`src/hw/exec_sync_priv_ea_defines.svh`:
```
// Constants for the dispatch control and address generation unit
`ifndef EXEC_SYNC_PRIV_EA_DEFINES_SVH
`define EXEC_SYNC_PRIV_EA_DEFINES_SVH

// Reset value of the user mode flag: privileged
`define USER_FLAG_RST 1'b0
// Program interrupt vector offset
`define PROG_VEC 32'h0000_0700
// Instruction length in bytes
`define INSTR_BYTES 32'h0000_0004
// Word alignment mask for branch targets
`define WORD_MASK 32'hffff_fffc
// Address widths
`define EA_W 32
`define VA_W 40
// Default first fetch address after reset
`define RESET_NIA 32'hffff_fffc

`endif

```
`src/hw/exec_sync_priv_ea_pkg.sv`:
```
// Types shared by the dispatch control and address generation unit
package exec_sync_priv_ea_pkg;
	// Instruction classes seen by dispatch
	typedef enum logic [2:0] {
		OP_PLAIN = 3'h0,
		OP_MEM = 3'h1,
		OP_BRANCH = 3'h2,
		OP_SYNC = 3'h3,
		OP_MTMSR = 3'h4,
		OP_CTXSYNC = 3'h5,
		OP_CRBUS = 3'h6
	} op_t;
	// Data address forms
	typedef enum logic [1:0] {EA_BASE = 2'h0, EA_IMM = 2'h1, EA_INDEX = 2'h2} ea_mode_t;
	// Branch target forms
	typedef enum logic [1:0] {BR_REL = 2'h0, BR_ABS = 2'h1, BR_LINK = 2'h2, BR_COUNT = 2'h3} br_mode_t;
	// One decoded instruction from fetch
	typedef struct packed {
		op_t op;
		logic is_priv;
		ea_mode_t eam;
		br_mode_t brm;
		logic br_taken;
		logic [4:0] base_gpr_field;
		logic [15:0] imm;
		logic [25:0] disp;
		logic new_user;
	} instr_t;
	// Register values read for the instruction
	typedef struct packed {
		logic [31:0] base_val;
		logic [31:0] index_val;
		logic [31:0] link_register;
		logic [31:0] count_register;
	} opnd_t;
endpackage

```
`src/hw/exec_sync_priv_ea_unit.sv`:
```
// Dispatch synchronisation, privilege flag and address generation
`timescale 1ns/1ps
`include "exec_sync_priv_ea_defines.svh"

// Notes on behaviour
// - Sync op recognised: stop issuing further instructions
// - Start only after all exceptions reported
// - Barrier and state-register write are execution sync
// - Context sync ops also execution sync
// - Control bus access ordered like memory access
// - Flag 0 privileged, flag 1 user
// - Reset clears user flag to privileged
// - Privileged op in user mode raises exception
// - User mode blocks privileged subset only
// - Effective address is 32-bit unsigned sum
// - Data address: base, base+imm, base+index
// - Base field zero means base value zero
// - Sequential next address is current plus four
// - Branch target: relative, absolute, link, count
// - Branch target low two bits forced zero
// - Carry out discarded, address wraps to zero
// - Physical address is 32 bits
// - Virtual address is 40 bits
// - Separate instruction and data cache ports
module exec_sync_priv_ea_unit import exec_sync_priv_ea_pkg::*; #(
	parameter logic [31:0] RESET_NIA = `RESET_NIA,
	parameter int SPACE_W = 8
) (
	input wire logic clk,
	input wire logic rst,
	input wire logic instr_valid,
	input wire instr_t instr,
	input wire opnd_t opnd,
	input wire logic all_reported,
	input wire logic stores_idle,
	input wire logic [SPACE_W-1:0] space_id,
	output logic issue_ready,
	output logic user_mode_flag,
	output logic [31:0] next_instr_addr,
	output logic [31:0] current_instr_addr,
	output logic [31:0] effective_addr,
	output logic [`VA_W-1:0] virt_addr,
	output logic data_req,
	output logic priv_exc,
	output logic [31:0] exc_vector,
	output logic sync_done,
	output logic cr_bus_go
);
	// Width check: space id and effective address must fill the virtual address
	if (SPACE_W + `EA_W != `VA_W) begin : g_bad_width
		$error("space id width does not fill virtual address");
	end

	// Dispatch states, one-hot
	typedef enum logic [2:0] {
		ST_RUN = 3'b001,
		ST_DRAIN = 3'b010,
		ST_EXEC = 3'b100
	} st_t;

	st_t st_ff, nxt_st;
	op_t held_op_ff, nxt_held_op; // Sync op waiting to run
	logic held_user_ff, nxt_held_user; // Flag value a held state write carries
	logic user_ff, nxt_user; // User mode flag
	logic [31:0] nia_ff, nxt_nia; // Fetch address, icache side
	logic [31:0] cia_ff, nxt_cia; // Address of last accepted instruction
	logic [31:0] ea_ff, nxt_ea; // Data address, dcache side
	logic [`VA_W-1:0] va_ff, nxt_va;
	logic dreq_ff, nxt_dreq;
	logic pexc_ff, nxt_pexc;
	logic [31:0] vec_ff, nxt_vec;
	logic sdone_ff, nxt_sdone;
	logic crgo_ff, nxt_crgo;
	logic accept; // Instruction taken this cycle
	logic is_sync; // Instruction needs execution sync
	logic blocked; // Privileged op tried in user mode
	logic [31:0] base; // Base after the zero-field rule
	logic [31:0] off; // Offset chosen by address form
	logic [31:0] tgt; // Branch target before alignment

	// Fetch may only issue while no sync op is pending
	assign issue_ready = (st_ff == ST_RUN);
	assign accept = instr_valid && issue_ready;
	// Barrier, state write, context ops and bus accesses all drain first
	assign is_sync = (instr.op == OP_SYNC) || (instr.op == OP_MTMSR)
		|| (instr.op == OP_CTXSYNC)
		|| (instr.op == OP_CRBUS);
	// Only the privileged subset is refused in user mode
	assign blocked = instr.is_priv && user_ff;

	// Address operands
	always_comb begin
		// Field zero selects a literal zero, not register zero
		base = (instr.base_gpr_field == 5'h00) ? 32'h0000_0000 : opnd.base_val;
		unique case (instr.eam)
			EA_IMM: off = {{16{instr.imm[15]}}, instr.imm};
			EA_INDEX: off = opnd.index_val;
			default: off = 32'h0000_0000;
		endcase
		unique case (instr.brm)
			BR_REL: tgt = nia_ff + {{6{instr.disp[25]}}, instr.disp};
			BR_ABS: tgt = {{6{instr.disp[25]}}, instr.disp};
			BR_LINK: tgt = opnd.link_register;
			BR_COUNT: tgt = opnd.count_register;
		endcase
	end

	// Next-state logic for dispatch, mode and addresses
	always_comb begin
		nxt_st = st_ff;
		nxt_held_op = held_op_ff;
		nxt_held_user = held_user_ff;
		nxt_user = user_ff;
		nxt_nia = nia_ff;
		nxt_cia = cia_ff;
		nxt_ea = ea_ff;
		nxt_va = va_ff;
		nxt_dreq = 1'b0;
		nxt_pexc = 1'b0;
		nxt_vec = vec_ff;
		nxt_sdone = 1'b0;
		nxt_crgo = 1'b0;
		unique case (st_ff)
			ST_RUN: begin
				if (accept) begin
					nxt_cia = nia_ff;
					if (blocked) begin
						// Refused op: no effect, fetch goes to the handler
						nxt_pexc = 1'b1;
						nxt_vec = `PROG_VEC;
						nxt_nia = `PROG_VEC;
					end else if (is_sync) begin
						nxt_st = ST_DRAIN;
						nxt_held_op = instr.op;
						nxt_held_user = instr.new_user;
					end else if (instr.op == OP_BRANCH && instr.br_taken) begin
						nxt_nia = tgt & `WORD_MASK;
					end else begin
						// Sum is cut to 32 bits, so overflow wraps to zero
						nxt_nia = nia_ff + `INSTR_BYTES;
						if (instr.op == OP_MEM) begin
							nxt_ea = base + off;
							nxt_va = {space_id, base + off};
							nxt_dreq = 1'b1;
						end
					end
				end
			end
			ST_DRAIN: begin
				// Wait for older work to report; bus access also waits for stores
				if (all_reported && (held_op_ff != OP_CRBUS || stores_idle)) begin
					nxt_st = ST_EXEC;
				end
			end
			ST_EXEC: begin
				// State write lands at completion, before the next context op
				if (held_op_ff == OP_MTMSR) begin
					nxt_user = held_user_ff;
				end
				nxt_crgo = (held_op_ff == OP_CRBUS);
				nxt_sdone = 1'b1;
				nxt_nia = nia_ff + `INSTR_BYTES;
				nxt_st = ST_RUN;
			end
			default: nxt_st = ST_RUN;
		endcase
	end

	// State registers; reset starts privileged at the reset vector
	always_ff @(posedge clk or posedge rst) begin
		if (rst) begin
			st_ff <= ST_RUN;
			held_op_ff <= OP_PLAIN;
			held_user_ff <= 1'b0;
			user_ff <= `USER_FLAG_RST;
			nia_ff <= RESET_NIA;
			cia_ff <= RESET_NIA;
			ea_ff <= 32'h0000_0000;
			va_ff <= '0;
			dreq_ff <= 1'b0;
			pexc_ff <= 1'b0;
			vec_ff <= 32'h0000_0000;
			sdone_ff <= 1'b0;
			crgo_ff <= 1'b0;
		end else begin
			st_ff <= nxt_st;
			held_op_ff <= nxt_held_op;
			held_user_ff <= nxt_held_user;
			user_ff <= nxt_user;
			nia_ff <= nxt_nia;
			cia_ff <= nxt_cia;
			ea_ff <= nxt_ea;
			va_ff <= nxt_va;
			dreq_ff <= nxt_dreq;
			pexc_ff <= nxt_pexc;
			vec_ff <= nxt_vec;
			sdone_ff <= nxt_sdone;
			crgo_ff <= nxt_crgo;
		end
	end

	// Outputs come straight from registers
	assign user_mode_flag = user_ff;
	assign next_instr_addr = nia_ff;
	assign current_instr_addr = cia_ff;
	assign effective_addr = ea_ff;
	assign virt_addr = va_ff;
	assign data_req = dreq_ff;
	assign priv_exc = pexc_ff;
	assign exc_vector = vec_ff;
	assign sync_done = sdone_ff;
	assign cr_bus_go = crgo_ff;
endmodule // exec_sync_priv_ea_unit

```
`config.mk`:
```
export PLATFORM = sky130hd
export DESIGN_NAME = exec_sync_priv_ea_unit
export DESIGN_NICKNAME = d
export VERILOG_FILES = /design/src/hw/exec_sync_priv_ea_pkg.sv /design/src/hw/exec_sync_priv_ea_unit.sv
export VERILOG_INCLUDE_DIRS = /design/src /design/src/hw
export SDC_FILE = /design/constraint.sdc
export NUM_CORES = 1
export LEC_CHECK = 0
export CORE_AREA = 4 4 142 144
export CTS_CLUSTER_DIAMETER = 150
export CTS_CLUSTER_SIZE = 12
export DETAILED_ROUTE_END_ITERATION = 10
export DIE_AREA = 0 0 146 148
export DONT_BUFFER_PORTS = 1
export GPL_ROUTABILITY_DRIVEN = 0
export MAX_ROUTING_LAYER = met4
export PLACE_DENSITY = 0.74
export SYNTH_ARGS = -nofsm -noshare
export SYNTH_HDL_FRONTEND = slang
export SYNTH_SLANG_ARGS = --single-unit
```
`constraint.sdc`:
```
create_clock -name clk -period 4.18 [get_ports clk]
set_input_delay 0.209 -clock clk [delete_from_list [all_inputs] [get_ports clk]]
set_output_delay 0.209 -clock clk [all_outputs]
set_load 0.01 [all_outputs]
```
==> reports/metrics.yaml, run 1 <==
post-place-ws_ns: 0.204
yosys.area_share.simple_pct: 19.1
initial_core_util_pct: 51.0
rows: 50
clk_pin_slew_ns: 0.05
synth.area.mux_share_pct: 8.81
drc_errors: 0
post_cts_resized: 0
holdWs_ns: 0.00619
root_buffer: "clkbuf_16"
synth_compound_area_share_pct: 21.3
drt_iter0_markers: 550
grt_first_pass_wirelength_um: 43400
insertion_delay_ns: 0.41
syn_inst: 1112
synth_edf_count: 0
port_buffers: 0
syn2layout_area_growth_pct: 5.99
synth_top_flop_cell: "dfstp_2"
syn_avg_cell_area_um2: 8.58
stdcell_count: 1329
critPathLaunch: "next_instr_addr[14]"
rr_worst_depth: 11
cts_setup_buffers: 0
cp_max_fo: 9
grt.total_usage_pct: 25.7
yosys.cell_types.count: 75
ioPinCount: 372
synth-xor-area-share_pct: 3.76
synth-seq-cells: 113
die_area_um2: 21600
synth_top_family_by_area: "compound AO/OA/AOI/OAI gates"
power.density_nw_per_um2: 456
finalWorstSetupSlack_ns: 0.371
avgViaCountPerCell: 6.20
cp_data_required_time_ns: 4.53
postCtsHoldBufs: 16
rsz0062_at_grt: "no"
utilization_pct: 54.1
ys_async_sr_fraction_pct: 100
vias: 8238
slew_headroom_pct: 45.3
critical_path_arrival_ns: 4.16
slew_viol_final: 0
die_y_um: 148
numCtsBuffers: 17
die_w_um: 146
p_leak_nw: 4.54
setup_viol: 0
min_period_ns: 3.81
worstMarginPinSlew_ns: 0.818
timing.fmax_ghz: 0.263
grt_overflow: 0
cp-start-kind: "flip-flop"
hp-class: "primary input to flip-flop"
antenna_found_initial: 2
drive_gt1_share_pct: 15.9
core_region_area_um2: 18700
outcome: "finished clean"
routed_wl_um: 27800
yosys.area_share.adder_pct: 8.47
hold_viol: 0
max-cap-violations: 0
post-route-period-util_pct: 91.1
dp_hpwl_um: 21000
nets: 1342
synthesis.area_um2: 9540
ir_drop_mv: 0.278
place_area_um2: 9370
finalSetupTns_ns: 0
min-delay-start: "all_reported"
design_area_um2: 10100
ys_warn_count: 0
p_total_mw: 4.61
cts_tree: "done"
critPathKind: "flip-flop to flip-flop"
grt_max_degree: 73
first_global_vias: 8093
dp.cells: 1279
whs_path_depth: 2
timing.rr.start: "next_instr_addr[14]"
endpoint_kind: "flip-flop"
drt_first_pass_iters: 5
clock_tree.htree_level_count: 4
clockBufferDepth: 2
ant_nets: 0
cts_sinks: 113
ys_seq_area_share_pct: 30.4
wire_per_inst_um: 20.9
final.setup_skew_ns: 0.0102
## flip-flops by register name, indices dropped and copies added (netlist names), 3 cells and up
signal              flops
current_instr_addr     30
effective_addr         31
held_op_ff              3
next_instr_addr        30
st_ff                   3
virt_addr               9
## power breakdown
| part | internal (mW) | switching [mW] | total (mW) |
|---|---|---|---|
| Sequential | 1.46 | 0.554 | 2.01 |
| Clock | 0.929 | 0.518 | 1.45 |
| Combinational | 0.534 | 0.616 | 1.15 |
| Total | 2.92 | 1.69 | 4.61 |
## critical path: stages, from the launching register on
cell           delay [ns]
dfstp_2              0.68
ha_1                 0.22
nand2_1              0.14
o21a_1               0.27
a2bb2oi_2            0.20
a211oi_1             0.43
o21ai_1              0.20
a211oi_1             0.54
or3_1                0.19
a21oi_1              0.06
o41ai_1              0.24
dlygate4sd3_1        0.59
## cell usage after synthesis, drive strengths merged (5+ instances only)
library cell,number,share of area (%)
dfrtp,52,14
a21o,30,2.4
nor4,6,0.39
o311ai,9,0.83
and2,12,0.81
clkbuf,41,1.8
nor3,22,1.2
o21ai,88,4.6
xnor2,21,1.9
a21oi,86,4.5
or3,6,0.39
a22oi,16,1.3
ha,63,8.3
a211oi,10,0.79
nand2b,8,0.52
dfstp,61,17
nand2,153,6.0
o21bai,5,0.39
and3,13,0.85
nand4,7,0.46
nor2b,36,2.4
o21a,17,1.3
o211ai,6,0.47
a31oi,13,0.85
nand3,28,1.5
buf,74,5.6
a221o,5,0.52
nor2,64,2.5
mux2i,12,1.3
mux4,14,3.3
xor2,20,1.8
or2,5,0.35
mux2,36,4.2
inv,17,0.67
## cell type report
cell class / count / area [µm²]
flip-flops and latches: 113 / 2900
clock inverters: 12 / 140
multi-input cells: 899 / 5990
repair buffers: 32 / 280
well taps: 234 / 293
diodes: 2 / 5.00
inverters: 17 / 66.3
fillers: 1749 / 8590
clock buffers: 20 / 437
## kinds of logic after synthesis
family                   after synthesis
AND/OR/NAND/NOR                      379
AO/OA/AOI/OAI                        320
buffers and inverters                132
flip-flops                           113
adder cells (fa/ha/maj)               64
multiplexers                          62
XOR/XNOR                              41
other                                  1
## cell usage in the layout, fill, tap and decap left out, types with 14 or more instances in the layout
cell type / n
mux2_2: 36
a22oi_1: 16
nor2b_1: 36
dlygate4sd3_1: 16
ha_1: 63
nor2_1: 62
clkbuf_16: 17
buf_4: 16
xor2_1: 20
dfrtp_1: 52
xnor2_1: 21
a21oi_1: 85
o21ai_0: 85
nand2_1: 153
inv_1: 16
o21a_1: 17
nand3_1: 28
nor3_1: 21
a21o_1: 28
mux4_2: 14
conb_1: 33
dfstp_2: 61
## path summary, 6_finish.rpt
kind | slack, ns | end
max in group asynchronous | 3.14 | sync_done
max reg2reg | 0.37 | next_instr_addr[29]
max | 0.37 | next_instr_addr[29]
min | 0.006 | st_ff[2]
min reg2reg | 0.50 | held_user_ff
min in group asynchronous | 0.49 | cr_bus_go
## routing by layer
layer / global-route usage, % / vias to the layer above / share of wire [%]
met5: - / - / 0
met4: 8.33 / 0 / 2.1
met3: 7.60 / 47 / 9.2
met2: 43.8 / 389 / 51
met1: 29.1 / 3934 / 38
li1: - / 3868 / -
No activity file was read; power rests on OpenSTA's default activity.
==> run 2: changes to the inputs <==
- CORE_AREA: 4 4 142 144 -> 4 4 140 142
- DIE_AREA: 0 0 146 148 -> 0 0 144 146
- PLACE_DENSITY: 0.74 -> 0.78
- REMOVE_ABC_BUFFERS: default -> 1
- clock period: 4.18 -> 3.1 ns (I/O delays scaled with it)
==> run 2 against run 1 <==
The flow now finishes with violations (setup timing). Design area increased by 8.6%. Total power increased by 45%. Non-clock buffer count increased by 90. Clock power increased by 46%. Setup slack got worse by 0.39 ns. Sequential share of layout area decreased by 2.3 points.
==> reports/metrics.yaml, run 2 (synthesis results as in run 1) <==
outcome: "finished with violations"
violations: "setup timing"
p_leak_nw: 5.03  # +11%
rows: 50  # unchanged
grt_first_pass_wirelength_um: 47000  # +8.5%
path_common_cell: "a221o_1"
dp.cells: 1361  # +6.4%
cp_data_required_time_ns: 3.43  # -1.10 ns
mostFrequentLayoutCells: "152 x nand2_1, 96 x buf_4, 84 x o21ai_0"
holdWs_ns: 0.0180  # +0.0118 ns
crit_path_top_delay_cell: "dfstp_2"
clockBufferDepth: 2  # unchanged
slew_headroom_pct: 47.0  # +1.7 points
nets: 1432  # +6.7%
cp-start-kind: "flip-flop"
clock_tree.htree_level_count: 4  # unchanged
cts_sinks: 113  # unchanged
routed_wl_um: 31000  # +11%
first_global_vias: 8866  # +9.6%
syn2layout_area_growth_pct: 15.1
dp_hpwl_um: 23200  # +11%
timing.fmax_ghz: 0.321  # +22%
post-place-ws_ns: -0.539  # -0.743 ns
utilization_pct: 59.5  # +5.4 points
stdcell_count: 1420  # +6.8%
core_region_area_um2: 18500  # -1.3%
worstMarginPinSlew_ns: 0.793  # -0.0247 ns
numCtsBuffers: 17  # unchanged
min_period_ns: 3.12  # -0.690 ns
slew_viol_final: 0  # unchanged
cp_top_family: "compound AO/OA/AOI/OAI gates"
setup_viol: 1  # +1
rrSetupSlack_ns: -0.02  # -0.39 ns
ioPinCount: 372  # unchanged
final.setup_skew_ns: 0.0111  # +0.000905 ns
hold_viol: 0  # unchanged
wire_per_inst_um: 21.8  # +4.3%
cp.depth: 10  # -1
post-route-period-util_pct: 101  # +9.5 points
root_buffer: "clkbuf_16"
grt.total_usage_pct: 29.4  # +3.7 points
grt_max_degree: 74  # +1.4%
ant_nets: 0  # unchanged
r2r-end: "next_instr_addr[22]"
crit_chain: "ha_1 -> and4_4 -> a221o_1 -> a2bb2oi_2 -> a21oi_1 -> or2_4 -> a21oi_2 -> xnor2_1 -> mux4_2 -> a221o_1"
cp_max_fo: 4  # -5
hp-class: "primary input to flip-flop"
endpoint: "next_instr_addr[22]"
cts_tree: "done"
insertion_delay_ns: 0.42  # about the same
rr_worst_depth: 10  # -1
die_w_um: 144  # -1.4%
power.density_nw_per_um2: 607  # +33%
critPathKind: "flip-flop to flip-flop"
clk_pin_slew_ns: 0.06  # about the same
drt_first_pass_iters: 5  # unchanged
rsz0062_at_grt: "yes"
avgViaCountPerCell: 6.20  # about the same
final_common_cell: "nand2_1"
die_area_um2: 21000  # -2.7%
largest_register_ffs: 31  # unchanged
endpoint_kind: "flip-flop"
critical_path_arrival_ns: 3.45  # -0.71 ns
drt_iter0_markers: 614  # +12%
critPathLaunch: "next_instr_addr[10]"
grt_overflow: 0  # unchanged
initial_core_util_pct: 51.7  # +0.69 points
vias: 8809  # +6.9%
fill_cells: 1613  # -7.8%
ir_drop_mv: 0.394  # +41%
max-cap-violations: 0  # unchanged
die_y_um: 146  # -1.4%
crit_buf_inv: 0  # -1
antenna_found_initial: 2  # unchanged
finalWorstSetupSlack_ns: -0.0189  # -0.390 ns
port_buffers: 0  # unchanged
timing.rr.start: "next_instr_addr[10]"
drive_gt1_share_pct: 23.2  # +7.3 points
drc_errors: 0  # unchanged
crit_path_max_incr_delay_ns: 0.54  # -0.14 ns
run 2: through the flow:
stage	setup TNS, ns	power [mW]	area (µm²)
floorplan	-28.52	3.75	8950
global placement	-3.90	4.43	10000
detailed placement	-5.02	4.51	10000
CTS	0	6.67	10900
global route	-0.401	7.06	11000
finish	-0.0189	6.67	11000
run 2: timing repair:
| item | CTS | global route |
|---|---|---|
| pin swaps | 2 | 12 |
| gates resized for setup | 5 | 18 |
| hold buffers | 21 | 0 |
| endpoints found under the setup margin | 5 | 17 |
| buffers inserted | 1 | 1 |
| gates cloned | 0 | 1 |
| endpoints found under the hold margin | 70 | 0 |
run 2: area by class of cell:
cell class,instances,area [µm²],area share (%)
clock inverters,11,159,1.45
diodes,3,7.51,0.0683
clock buffers,21,470,4.28
repair buffers,122,998,9.09
multi-input cells,899,6090,55.4
flip-flops and latches,113,2900,26.4
inverters,17,66.3,0.604
well taps,234,293,2.67
run 2: layer usage:
| metal | up-vias | wire, µm | share of wire [%] | global-route usage [%] |
|---|---|---|---|---|
| li1 | 4063 | - | - | - |
| met1 | 4179 | 10900 | 35 | 31.8 |
| met2 | 466 | 15300 | 49 | 48.6 |
| met3 | 101 | 3280 | 11 | 8.77 |
| met4 | 0 | 1510 | 4.9 | 14.4 |
| met5 | - | 0 | 0 | - |
run 2: how the worst min path moves through the flow:
stage	slack, ns	cells past startpoint	start	to
6_report	0.02	3	stores_idle	st_ff[1]
5_1_grt	0.03	2	instr[50]	next_instr_addr[25]
4_1_cts	0.007	3	instr[49]	next_instr_addr[12]
3_5_place_dp	0.19	1	rst	virt_addr[39]
3_3_place_gp	0.19	1	rst	virt_addr[32]
2_1_floorplan	0.22	1	instr[49]	next_instr_addr[29]
run 2: worst register-to-register path, cell delays in order, from the launching register on:
cell and delay, ns:
dfstp_2 0.54, ha_1 0.27, and4_4 0.23, a221o_1 0.35, a2bb2oi_2 0.27, a21oi_1 0.11, or2_4 0.26, a21oi_2 0.15
xnor2_1 0.07, mux4_2 0.49, a221o_1 0.31
run 2: where the power goes:
| part | switching (mW) | internal [mW] |
|---|---|---|
| clock network | 0.712 | 1.40 |
| logic | 1.06 | 0.886 |
| registers | 0.651 | 1.96 |
